**src/gp_map.svh**
```systemverilog
// Constants of the IEEE-488 talker and listener port.
`ifndef GP_MAP_SVH
`define GP_MAP_SVH

// ************************************************************
// Addressing
// ************************************************************
`define GP_MAX_ADDR  5'h1e
`define GP_LAG_BASE  7'h20
`define GP_TAG_BASE  7'h40
`define GP_SEC_BASE  7'h60
`define GP_GRP_MASK  7'h60

// ************************************************************
// Interface command codes
// ************************************************************
`define GP_CMD_GTL   7'h01
`define GP_CMD_SDC   7'h04
`define GP_CMD_GET   7'h08
`define GP_CMD_LLO   7'h11
`define GP_CMD_DCL   7'h14
`define GP_CMD_SPE   7'h18
`define GP_CMD_SPD   7'h19
`define GP_CMD_UNL   7'h3f
`define GP_CMD_UNT   7'h5f

// ************************************************************
// Layout and sizes
// ************************************************************
`define GP_RSV_BIT   6
`define GP_IN_W      15
`define GP_RX_W      9

`endif

```
**src/gp_pkg.sv**
```systemverilog
// Types of the IEEE-488 talker and listener port.
package gp_pkg;

  // Acceptor handshake states.
  typedef enum logic [1:0] {
    GP_AH_READY,
    GP_AH_ACCEPT,
    GP_AH_WAITEND
  } gp_ah_t;

  // Source handshake states.
  typedef enum logic [1:0] {
    GP_SH_IDLE,
    GP_SH_SETUP,
    GP_SH_VALID
  } gp_sh_t;

  // Whole state of the port.
  typedef struct packed {
    gp_ah_t     ah;
    gp_sh_t     sh;
    logic [7:0] rx_byte;
    logic       rx_eoi;
    logic       rx_atn;
    logic [7:0] tx_byte;
    logic       tx_eoi;
    logic       tx_stb;
    logic       listener;
    logic       talker;
    logic       spoll;
    logic       remote;
    logic       lockout;
    logic       panel_lock;
    logic       srq;
    logic       dev_clear;
    logic       trigger;
    logic       tx_take;
    logic [7:0] dio_n;
    logic       dio_oe;
    logic       eoi_n;
    logic       eoi_oe;
    logic       dav_n;
    logic       dav_oe;
    logic       nrfd_n;
    logic       nrfd_oe;
    logic       ndac_n;
    logic       ndac_oe;
    logic       srq_n;
    logic       srq_oe;
  } gp_st_t;

endpackage

```
**src/gp_sync.sv**
```systemverilog
// Two-stage synchroniser for the bus input lines.
module gp_sync #(
  parameter int unsigned W = 1
) (
  // Clock and reset.
  input  wire logic         i_core_clk,
  input  wire logic         i_resetn,
  // Lines in and out.
  input  wire logic [W-1:0] i_d,
  output logic      [W-1:0] o_q
);

  typedef struct packed {
    logic [W-1:0] s1;
    logic [W-1:0] s2;
  } gp_sync_t;

  gp_sync_t st_r;
  gp_sync_t st_nxt;

  // The first stage feeds only the second one.
  always_comb begin
    st_nxt    = st_r;
    st_nxt.s1 = i_d;
    st_nxt.s2 = st_r.s1;
  end

  // Released bus lines sit high, so reset to all ones.
  always_ff @(posedge i_core_clk or negedge i_resetn) begin
    if (!i_resetn) begin
      st_r <= '1;
    end else begin
      st_r <= st_nxt;
    end
  end

  assign o_q = st_r.s2;

endmodule // gp_sync

```
**src/gp_buf2.sv**
```systemverilog
// Two-entry buffer with valid and ready on both sides.
module gp_buf2 #(
  parameter int unsigned W = 8
) (
  // Clock and reset.
  input  wire logic         i_core_clk,
  input  wire logic         i_resetn,
  // Filling side.
  input  wire logic [W-1:0] i_data,
  input  wire logic         i_valid,
  output logic              o_ready,
  // Draining side.
  output logic      [W-1:0] o_data,
  output logic              o_valid,
  input  wire logic         i_ready
);

  typedef struct packed {
    logic [W-1:0] d0;
    logic [W-1:0] d1;
    logic         v0;
    logic         v1;
  } gp_buf_t;

  gp_buf_t st_r;
  gp_buf_t st_nxt;

  // Head entry drains, second entry refills the head.
  always_comb begin
    st_nxt = st_r;
    if (st_r.v0 && i_ready) begin
      st_nxt.d0 = st_r.d1;
      st_nxt.v0 = st_r.v1;
      st_nxt.v1 = 1'b0;
    end
    if (i_valid && !st_r.v1) begin
      if (!st_nxt.v0) begin
        st_nxt.d0 = i_data;
        st_nxt.v0 = 1'b1;
      end else begin
        st_nxt.d1 = i_data;
        st_nxt.v1 = 1'b1;
      end
    end
  end

  always_ff @(posedge i_core_clk or negedge i_resetn) begin
    if (!i_resetn) begin
      st_r <= '0;
    end else begin
      st_r <= st_nxt;
    end
  end

  // Full only when both entries hold words.
  assign o_ready = !st_r.v1;
  assign o_data  = st_r.d0;
  assign o_valid = st_r.v0;

endmodule // gp_buf2

```
**src/gp_port.sv**
```systemverilog
// IEEE-488 talker and listener port of the instrument.
// How it works
// - Bytes move in parallel on eight data lines, bit 0 on DIO1.
// - Every bus line is active low; driven low means true.
// - A local primary address from 0 to 30 is used for matching.
// - Own listen byte, address ORed with 20h under ATN, makes a listener.
// - Own talk byte, address ORed with 40h under ATN, makes the talker.
// - Secondary bytes 60h to 7Fh never change the addressed state.
// - The port listens and talks, one byte per handshake cycle.
// - ATN bytes are commands; other bytes go to the parser if listening.
// - IFC at once returns talker and listener to idle.
// - Remote is entered when REN is true and the port is addressed to listen.
// - EOI marks the last byte of a message both ways.
// - SRQ is driven while service is wanted, until polled.
// - DAV is driven only by the talker, after data is stable.
// - Listener holds NRFD while busy; talker waits for NRFD release.
// - Listener holds NDAC until byte latched; talker holds DAV meanwhile.
// - The three lines interlock fully for data, addresses and commands.
// - Local lockout disables the front panel while remote.
// - Device clear, or selective clear when listening, restores defaults.
// - Go-to-local when listening leaves remote mode.
// - Trigger when listening starts a new reading.
// - Unlisten and untalk idle the roles whatever the address.
// - Commands decode as 01,04,08,11,14,18,19,3F,5F hex.
// - Serial poll enable makes a talker send the status byte.
`include "gp_map.svh"
module gp_port (
  // Clock and reset.
  input  wire logic       i_core_clk,
  input  wire logic       i_resetn,
  // Local configuration.
  input  wire logic [4:0] i_pri_addr,
  // Bus lines at the pins, active low.
  input  wire logic [7:0] i_dio_n,
  input  wire logic       i_atn_n,
  input  wire logic       i_ifc_n,
  input  wire logic       i_ren_n,
  input  wire logic       i_eoi_n,
  input  wire logic       i_dav_n,
  input  wire logic       i_nrfd_n,
  input  wire logic       i_ndac_n,
  // Bus drivers, each with its output enable.
  output logic      [7:0] o_dio_n,
  output logic            o_dio_oe,
  output logic            o_eoi_n,
  output logic            o_eoi_oe,
  output logic            o_dav_n,
  output logic            o_dav_oe,
  output logic            o_nrfd_n,
  output logic            o_nrfd_oe,
  output logic            o_ndac_n,
  output logic            o_ndac_oe,
  output logic            o_srq_n,
  output logic            o_srq_oe,
  // Received data toward the parser.
  output logic      [7:0] o_rx_data,
  output logic            o_rx_end,
  output logic            o_rx_valid,
  input  wire logic       i_rx_ready,
  // Response data from the instrument.
  input  wire logic [7:0] i_tx_data,
  input  wire logic       i_tx_end,
  input  wire logic       i_tx_valid,
  output logic            o_tx_take,
  // Service request and status.
  input  wire logic       i_srq_req,
  input  wire logic [7:0] i_stb,
  // Interface state.
  output logic            o_listener,
  output logic            o_talker,
  output logic            o_remote,
  output logic            o_panel_lock,
  output logic            o_spoll,
  output logic            o_dev_clear,
  output logic            o_trigger
);

  // ************************************************************
  // Decode helpers
  // ************************************************************

  // Own address byte of a group; address 31 never matches.
  function automatic logic own_cmd(input logic [6:0] cmd, input logic [6:0] base,
                                   input logic [4:0] addr);
    own_cmd = (addr <= `GP_MAX_ADDR) && (cmd == (base | {2'h0, addr}));
  endfunction

  // Byte belongs to a command group.
  function automatic logic in_grp(input logic [6:0] cmd, input logic [6:0] base);
    in_grp = (cmd & `GP_GRP_MASK) == base;
  endfunction

  // ************************************************************
  // Input synchronisation
  // ************************************************************

  logic [`GP_IN_W-1:0] bus_n;
  logic [7:0]          dio_t;
  logic                atn_t;
  logic                ifc_t;
  logic                ren_t;
  logic                eoi_t;
  logic                dav_t;
  logic                nrfd_t;
  logic                ndac_t;

  gp_sync #(
    .W (`GP_IN_W)
  ) u_sync (
    .i_core_clk (i_core_clk),
    .i_resetn   (i_resetn),
    .i_d        ({i_dio_n, i_atn_n, i_ifc_n, i_ren_n, i_eoi_n, i_dav_n,
                  i_nrfd_n, i_ndac_n}),
    .o_q        (bus_n)
  );

  // Low on a line reads as true; DIO1 lands in bit 0.
  assign {dio_t, atn_t, ifc_t, ren_t, eoi_t, dav_t, nrfd_t, ndac_t} = ~bus_n;

  // ************************************************************
  // Receive buffer
  // ************************************************************

  logic           push;
  logic           buf_rdy;
  gp_pkg::gp_st_t st_r;
  gp_pkg::gp_st_t st_nxt;

  gp_buf2 #(
    .W (`GP_RX_W)
  ) u_rxbuf (
    .i_core_clk (i_core_clk),
    .i_resetn   (i_resetn),
    .i_data     ({st_r.rx_eoi, st_r.rx_byte}),
    .i_valid    (push),
    .o_ready    (buf_rdy),
    .o_data     ({o_rx_end, o_rx_data}),
    .o_valid    (o_rx_valid),
    .i_ready    (i_rx_ready)
  );

  // ************************************************************
  // Port state
  // ************************************************************

  logic [6:0]     cmd;
  logic           part;
  logic           drive;

  // Handshakes, command decode and line drivers.
  always_comb begin
    st_nxt           = st_r;
    st_nxt.dev_clear = 1'b0;
    st_nxt.trigger   = 1'b0;
    st_nxt.tx_take   = 1'b0;
    push             = 1'b0;
    cmd              = st_r.rx_byte[6:0];
    // Acceptor: every device takes ATN bytes, data only when listening.
    case (st_r.ah)
      gp_pkg::GP_AH_READY: begin
        if ((atn_t || st_r.listener) && dav_t && !st_r.nrfd_oe) begin
          st_nxt.rx_byte = dio_t;
          st_nxt.rx_eoi  = eoi_t;
          st_nxt.rx_atn  = atn_t;
          st_nxt.ah      = gp_pkg::GP_AH_ACCEPT;
        end
      end
      gp_pkg::GP_AH_ACCEPT: begin
        if (st_r.rx_atn) begin
          st_nxt.ah = gp_pkg::GP_AH_WAITEND;
          if (own_cmd(cmd, `GP_LAG_BASE, i_pri_addr)) begin
            st_nxt.listener = 1'b1;
            if (ren_t) begin
              st_nxt.remote = 1'b1;
            end
          end else if (cmd == `GP_CMD_UNL) begin
            st_nxt.listener = 1'b0;
          end else if (own_cmd(cmd, `GP_TAG_BASE, i_pri_addr)) begin
            st_nxt.talker = 1'b1;
          end else if (in_grp(cmd, `GP_TAG_BASE)) begin
            st_nxt.talker = 1'b0;
          end else if (in_grp(cmd, `GP_SEC_BASE)) begin
            st_nxt.talker = st_r.talker;
          end else if (cmd == `GP_CMD_LLO) begin
            st_nxt.lockout = 1'b1;
          end else if (cmd == `GP_CMD_DCL ||
                       (cmd == `GP_CMD_SDC && st_r.listener)) begin
            st_nxt.dev_clear = 1'b1;
          end else if (cmd == `GP_CMD_GTL && st_r.listener) begin
            st_nxt.remote = 1'b0;
          end else if (cmd == `GP_CMD_GET && st_r.listener) begin
            st_nxt.trigger = 1'b1;
          end else if (cmd == `GP_CMD_SPE) begin
            st_nxt.spoll = 1'b1;
          end else if (cmd == `GP_CMD_SPD) begin
            st_nxt.spoll = 1'b0;
          end
        end else if (!st_r.listener) begin
          st_nxt.ah = gp_pkg::GP_AH_WAITEND;
        end else if (buf_rdy) begin
          push      = 1'b1;
          st_nxt.ah = gp_pkg::GP_AH_WAITEND;
        end
      end
      gp_pkg::GP_AH_WAITEND: begin
        if (!dav_t) begin
          st_nxt.ah = gp_pkg::GP_AH_READY;
        end
      end
      default: begin
        st_nxt.ah = gp_pkg::GP_AH_READY;
      end
    endcase
    // Remote and lockout fall away with REN.
    if (!ren_t) begin
      st_nxt.remote  = 1'b0;
      st_nxt.lockout = 1'b0;
    end
    // Interface clear idles both roles at once.
    if (ifc_t) begin
      st_nxt.listener = 1'b0;
      st_nxt.talker   = 1'b0;
      st_nxt.spoll    = 1'b0;
    end
    st_nxt.panel_lock = st_nxt.lockout && st_nxt.remote;
    // Source: status byte in serial poll, else response data.
    case (st_r.sh)
      gp_pkg::GP_SH_IDLE: begin
        if (st_nxt.talker && !atn_t && !nrfd_t) begin
          if (st_nxt.spoll) begin
            st_nxt.tx_byte = i_stb;
            st_nxt.tx_byte[`GP_RSV_BIT] = st_r.srq;
            st_nxt.tx_eoi  = 1'b0;
            st_nxt.tx_stb  = 1'b1;
            st_nxt.sh      = gp_pkg::GP_SH_SETUP;
          end else if (i_tx_valid) begin
            st_nxt.tx_byte = i_tx_data;
            st_nxt.tx_eoi  = i_tx_end;
            st_nxt.tx_stb  = 1'b0;
            st_nxt.sh      = gp_pkg::GP_SH_SETUP;
          end
        end
      end
      gp_pkg::GP_SH_SETUP: begin
        if (!nrfd_t && ndac_t) begin
          st_nxt.sh = gp_pkg::GP_SH_VALID;
        end
      end
      gp_pkg::GP_SH_VALID: begin
        if (!ndac_t) begin
          st_nxt.sh = gp_pkg::GP_SH_IDLE;
          if (st_r.tx_stb) begin
            if (st_r.tx_byte[`GP_RSV_BIT]) begin
              st_nxt.srq = 1'b0;
            end
          end else begin
            st_nxt.tx_take = 1'b1;
          end
        end
      end
      default: begin
        st_nxt.sh = gp_pkg::GP_SH_IDLE;
      end
    endcase
    // ATN or loss of talker status ends any byte in flight.
    if (atn_t || !st_nxt.talker) begin
      st_nxt.sh = gp_pkg::GP_SH_IDLE;
    end
    // A new request wins over a clear in the same cycle.
    if (i_srq_req) begin
      st_nxt.srq = 1'b1;
    end
    // Line drivers follow the next state.
    part            = atn_t || st_nxt.listener;
    drive           = st_nxt.sh != gp_pkg::GP_SH_IDLE;
    st_nxt.nrfd_oe  = part && (st_nxt.ah != gp_pkg::GP_AH_READY ||
                               (!atn_t && !buf_rdy));
    st_nxt.ndac_oe  = part && st_nxt.ah != gp_pkg::GP_AH_WAITEND;
    st_nxt.nrfd_n   = !st_nxt.nrfd_oe;
    st_nxt.ndac_n   = !st_nxt.ndac_oe;
    st_nxt.dio_oe   = drive;
    st_nxt.dio_n    = ~st_nxt.tx_byte;
    st_nxt.eoi_oe   = drive;
    st_nxt.eoi_n    = !st_nxt.tx_eoi;
    st_nxt.dav_oe   = drive;
    st_nxt.dav_n    = st_nxt.sh != gp_pkg::GP_SH_VALID;
    st_nxt.srq_oe   = st_nxt.srq;
    st_nxt.srq_n    = !st_nxt.srq;
  end

  // All port state in one register; drive levels are don't-care with enables low.
  always_ff @(posedge i_core_clk or negedge i_resetn) begin
    if (!i_resetn) begin
      st_r <= '0;
    end else begin
      st_r <= st_nxt;
    end
  end

  // ************************************************************
  // Outputs
  // ************************************************************

  // Every output except o_rx_data, o_rx_end and o_rx_valid comes from the state register.
  assign o_dio_n      = st_r.dio_n;
  assign o_dio_oe     = st_r.dio_oe;
  assign o_eoi_n      = st_r.eoi_n;
  assign o_eoi_oe     = st_r.eoi_oe;
  assign o_dav_n      = st_r.dav_n;
  assign o_dav_oe     = st_r.dav_oe;
  assign o_nrfd_n     = st_r.nrfd_n;
  assign o_nrfd_oe    = st_r.nrfd_oe;
  assign o_ndac_n     = st_r.ndac_n;
  assign o_ndac_oe    = st_r.ndac_oe;
  assign o_srq_n      = st_r.srq_n;
  assign o_srq_oe     = st_r.srq_oe;
  assign o_tx_take    = st_r.tx_take;
  assign o_listener   = st_r.listener;
  assign o_talker     = st_r.talker;
  assign o_remote     = st_r.remote;
  assign o_panel_lock = st_r.panel_lock;
  assign o_spoll      = st_r.spoll;
  assign o_dev_clear  = st_r.dev_clear;
  assign o_trigger    = st_r.trigger;

  logic acc_cmd;
  assign acc_cmd = st_r.ah == gp_pkg::GP_AH_ACCEPT && st_r.rx_atn && !ifc_t;
endmodule // gp_port

```
**config.mk**
```make
export PLATFORM = sky130hd
export DESIGN_NAME = gp_port
export DESIGN_NICKNAME = d
export VERILOG_FILES = /design/src/gp_pkg.sv /design/src/gp_sync.sv /design/src/gp_buf2.sv /design/src/gp_port.sv
export VERILOG_INCLUDE_DIRS = /design/src
export SDC_FILE = /design/constraint.sdc
export NUM_CORES = 1
export LEC_CHECK = 0
export ABC_AREA = 1
export BUFFER_PORTS_ARGS = -buffer_cell sky130_fd_sc_hd__buf_2
export CORE_ASPECT_RATIO = 1.4
export CORE_UTILIZATION = 50
export DETAILED_ROUTE_END_ITERATION = 16
export PLACE_DENSITY = 0.71
export SYNTH_ARGS = -nofsm -noshare
export SYNTH_HDL_FRONTEND = slang
export SYNTH_HIERARCHICAL = 1
export SYNTH_SLANG_ARGS = --single-unit
export TNS_END_PERCENT = 5
```
**constraint.sdc**
```tcl
create_clock -name i_core_clk -period 3.6 [get_ports i_core_clk]
set_clock_uncertainty 0.05 [all_clocks]
set_input_delay 0.9 -clock i_core_clk [delete_from_list [all_inputs] [get_ports i_core_clk]]
set_output_delay 0.9 -clock i_core_clk [all_outputs]
set_load 0.02 [all_outputs]
```
# == Word-level counts from Yosys, hierarchy flattened ==
# Index checks and enable logic that the tools add are counted.
# totals
in_bits,42
ff_bits,100
word_cells,163
out_inout_bits,37
# op_classes
bitwise_logic,2
reduce_logical,38
magnitude_cmp,1
muxes,71
eq_ne,18
# ops
op,count
$mux 2,24
$mux 10,4
$mux 1,30
$eq 7x5->1 const B,4
$mux 9,3
$mux 20,1
$logic_and 1x1->1,16
$not 15->15,1
$mux 3,4
$pmux 2 s3,2
$mux 5,2
$logic_not 1->1,9
$eq 2x2->1 const B,4
$not 8->8,1
$eq 7x1->1 const B,1
$eq 7x3->1 const B,1
$eq 7x4->1 const B,1
$eq 7x6->1,1
$eq 7x6->1 const B,1
$eq 7x7->1,1
$reduce_bool 2->1,3
$le 5x5->1 const B,1
$logic_or 1x1->1,5
$eq 2x1->1 const B,2
5 further kinds,8

# == Longest topological paths before layout ==
# depth
word_depth,21
depth_mapped,15
ltp_nobuf,15

# == By module ==
# The synthesis kept the hierarchy.
# by_module_without_submodules
mod,cells_each,area_each_um2,n_inst,seq_area_each_um2
gp_port,303,2459.9,1,1251.2
gp_buf2,127,1051.0,1,500.5
gp_sync,30,788.3,1,788.3

# == Worst setup path after synthesis ==
# No wires, ideal clock.
# synth_path
path_kind,in2reg
startpoint,in i_pri_addr[1]
endpoint,reg st_r[29] (netlist bit)
arrival_ns,1.913
setup_ns,0.125
t_required_ns,3.425
path_stages,11
path_slack_ns,1.512
path_buffers,1
path_cell_list,inv_1 -> nand2_1 -> nand2_1 -> nor2_1 -> and2_1 -> nand4_1 -> nand2_2 -> nand4_4 -> buf_4 -> o21ai_0 -> o21ai_1
# synth_between
elab_chain_len,11
word_cells_on_any_way,17
classes_between,1 x order compare; 2 x eq/ne; 8 x mux; 6 x reduce/logical
# synth_rtl
element,line,text
from (decl),gp_port.sv:32,"input wire logic [4:0] i_pri_addr,"
$le 5x5->1 (no source line) or $eq 7x7->1 (tied branches),-,
$logic_and 1x1->1,gp_port.sv:85,"own_cmd = (addr <= `GP_MAX_ADDR) && (cmd == (base | {2'h0, addr}));"
$mux 1,gp_port.sv:178,"end else if (own_cmd(cmd, `GP_TAG_BASE, i_pri_addr)) begin"
$mux 4,gp_port.sv:176,end else if (cmd == `GP_CMD_UNL) begin
$mux 2 (*),gp_port.sv:171,"if (own_cmd(cmd, `GP_LAG_BASE, i_pri_addr)) begin"
$mux 5 (*),gp_port.sv:169,if (st_r.rx_atn) begin
$mux 5 (*),gp_port.sv:159,case (st_r.ah)
$mux 3 (*),gp_port.sv:220,if (ifc_t) begin
$logic_and 1x1->1 (2 in a row),gp_port.sv:229,if (st_nxt.talker && !atn_t && !nrfd_t) begin
$reduce_and 3->1 (no source line),-,
to (signal assigned),gp_port.sv:296,st_r <= st_nxt;
to (decl),gp_port.sv:126,gp_pkg::gp_st_t st_r;
# Every way passes the cells marked *; elsewhere a longest branch is shown, timed or not.
# A chain may end at the register's enable or synchronous reset.

==> flow_summary.yaml <==
grt:
  grt_overflow: 0
  antenna_found_initial: 0
  grt_pass1_vias: 3129
  grt_use_total_pct: 21.0
  grt_pass1_wl_um: 14300
  grt_max_degree: 56
setup_path:
  cp_data_required_time_ps: 3790
  rrSetupSlack_ps: 1440
  end_kind: "flip-flop"
  cp-start-kind: "input port"
  crit_fanout: 21
  rr_worst_depth: 12
  cp.arrival_ps: 2430
  r2r-end: "o_dio_n[7]"
  crit_type: "input port to flip-flop"
  worstReg2RegStart: "cmd[2]"
yosys:
  yosysTopAreaCellShare_pct: 40.7
  synth_seq_cells: 100
  synth_ff_type: "dfrtp_1"
  synth_seq_area_share_pct: 59.1
  syn-cell-area_sq_mm: 0.00430
  syn_nets: 502
  synth_area_leaders: "dfrtp_1 41%, dfstp_2 18%, nand2_1 11%"
  syn_inst: 460
  async_flop_share_pct: 100
  synth_cell_type_count: 36
  yosysWarnings: 6
  avgSynthCellArea_sq_um: 9.35
  synth-edff-count: 0
  synth_top_area_cell: "dfrtp_1"
worst_hold_path:
  hold_class: "flip-flop to flip-flop"
  worstHoldStart: "u_sync/st_nxt[10]"
  min_to: "u_sync/o_q[10]"
  hold_depth: 0
power_and_ir_drop:
  netSwitchingFraction_pct: 27.2
  pwr-share-comb_pct: 11.2
  p_leak_nw: 2.57
  ir_worst_vdd_uv: 326
  power_frac_seq_pct: 51.6
  switchingPower_mw: 0.689
  finalPower_mw: 2.53
  clkPwrFrac_pct: 37.3
  power_density_mw_per_mm2: 515
  internal_power_mw: 1.84
floorplan:
  core_area_sq_mm: 0.00825
  start_util_pct: 52.1
  die-area_sq_mm: 0.00898
  row_count: 39
  boundaryPins: 79
  die_y_um: 112
  die_w_um: 80.4
cts:
  cts_buffer_depth: 2
  cts_hold_buf: 0
  clock_sinks: 100
  cts_setup_buffers: 0
  cts-buffers-inserted: 9
  cts_tree: "built"
  h-tree-depth: 3
  clk_latency_ps: 350
  path_clk_slew_ps: 60
  cts-resized-gates: 0
  cts_root_buf: "clkbuf_16"
layout:
  register_area_sq_mm: 0.00254
  synthToLayoutAreaGrowth_pct: 14.3
  drive_gt1_share_pct: 32.3
  fin_util_pct: 59.6
  diodes: 0
  multiInputGateArea_sq_mm: 0.00134
  stdcell_count: 628
  n_fill_cell: 712
  nets: 563
sta:
  post-route-period-util_pct: 62.3
  hold_ws_ps: 304
  timing.fmax_ghz: 0.446
  final-hold-violation-count: 0
  drv_slew: 0
  rsz0062_at_grt: "false"
  relSlewSlack_pct: 59.9
  setup_viol: 0
  worst_slew_pin_slew_ps: 602
  fin_crit_ps: 2240
  setup_tns_ps: 0
routing:
  drt-total-wl_um: 8230
  dr.pass1.iters: 5
  drcViolationCount: 0
  dr_total_vias: 3168
  vias_per_cell: 5.04
  drtIter0Drc: 237
  ant_nets: 0
  post_drt_wl_per_cell_um: 13.1
place:
  placed_cells: 612
  io_buffers: 77
  dpl.hpwl_um: 5750
  gp_congestion: 0.821
status:
  status: "complete, no violations"
job:
  cap_violations: 0
[cell families (layout without fill, tap and decap cells)]
kind of cell,count (synthesis),after routing,share of synthesized area (%)
AO/OA/AOI/OAI,36,36,4.83
buffers and inverters,82,148,9.81
AND/OR/NAND/NOR,242,242,26.3
flip-flops,100,100,59.1
[Yosys cell counts (3+ instances only)]
library cell / number
clkbuf_1: 3
buf_6: 4
buf_4: 22
nand2_1: 128
nor2_1: 36
nand4_1: 11
inv_2: 12
nand3_1: 29
nand2_2: 10
dfstp_2: 30
inv_1: 40
nor2_2: 7
o21ai_0: 25
nor3_1: 5
dfrtp_1: 70
[per-layer routing]
| layer | track usage [%] | part of all wire, % | vias up |
|---|---|---|---|
| li1 | - | - | 1553 |
| met1 | 25.8 | 40 | 1485 |
| met2 | 33.2 | 50 | 108 |
| met3 | 4.51 | 5.4 | 22 |
| met4 | 13.0 | 3.8 | 0 |
| met5 | 0 | 0 | - |
[metrics by stage]
step | instance area (sq um) | worst slack (ps)
after global placement | 4620 | 1040
after CTS | 4910 | 1370
after detailed placement | 4620 | 1010
after global routing | 4910 | 1130
after floorplan | 4300 | 1510
final | 4910 | 1360
[power groups by stage]
| stage | Combinational (mW) | Sequential, mW | Clock [mW] |
|---|---|---|---|
| finish | 0.282 | 1.31 | 0.943 |
| global route | 0.327 | 1.31 | 1.02 |
| CTS | 0.285 | 1.30 | 0.974 |
| detailed placement | 0.283 | 1.32 | 0 |
| global placement | 0.276 | 1.32 | 0 |
| floorplan | 0.187 | 1.30 | 0 |
[state kept, by name (all words and copies together) (netlist names), 7 cells and up]
| signal | flops |
|---|---|
| u_sync/o_q | 15 |
| cmd | 7 |
| u_rxbuf/o_data | 9 |
| o_dio_n | 8 |
| u_sync/st_nxt | 15 |
| u_rxbuf/st_r | 10 |
| st_r | 18 |
[area by class of cell]
| cell class | count | area share (%) |
|---|---|---|
| Inverter | 52 | 3.97 |
| Clock buffer | 9 | 4.58 |
| Timing Repair Buffer | 80 | 8.60 |
| Sequential cell | 100 | 51.7 |
| Clock inverter | 7 | 1.35 |
| Multi-Input combinational cell | 278 | 27.2 |
| Tap cell | 102 | 2.60 |
[layout by cell type, fill, tap and decap left out, types with 2 or more instances in the layout]
cell type,Yosys,final
dfrtp_1,70,70
nor2_1,36,36
inv_2,12,12
nand4_1,11,11
nor2_2,7,7
inv_1,40,40
or2_2,2,2
nand2_4,2,2
nor3_1,5,5
nand4_4,2,2
nand2_2,10,10
nand3_2,2,2
nand2_1,128,128
clkbuf_16,0,9
buf_4,22,3
nor2_4,2,2
dfstp_2,30,30
clkinv_2,0,4
a21oi_1,2,2
o21ai_0,25,25
nor4_1,2,2
buf_2,1,76
nand3_1,29,29
[critical path, stage by stage]
cell	delay, ps
buf_2	100
inv_1	40
nand2_1	50
nand2_1	50
nor2_1	140
and2_1	170
nand4_1	140
nand2_2	140
nand4_4	290
nor2_1	190
nand2_1	70
nand2_1	110
inv_1	50
[how the worst max path moves through the flow]
stage / startpoint / to / cells past startpoint
after global placement: i_pri_addr[1] / o_dio_n[7] / 13
after CTS: i_pri_addr[1] / o_dio_n[7] / 13
after floorplan: i_pri_addr[1] / st_r[29] / 11
after global routing: i_pri_addr[1] / st_r[29] / 11
after detailed placement: i_pri_addr[1] / o_dio_n[7] / 13
final: i_pri_addr[1] / o_dio_n[7] / 13
Power figures use the tool's default switching activity.
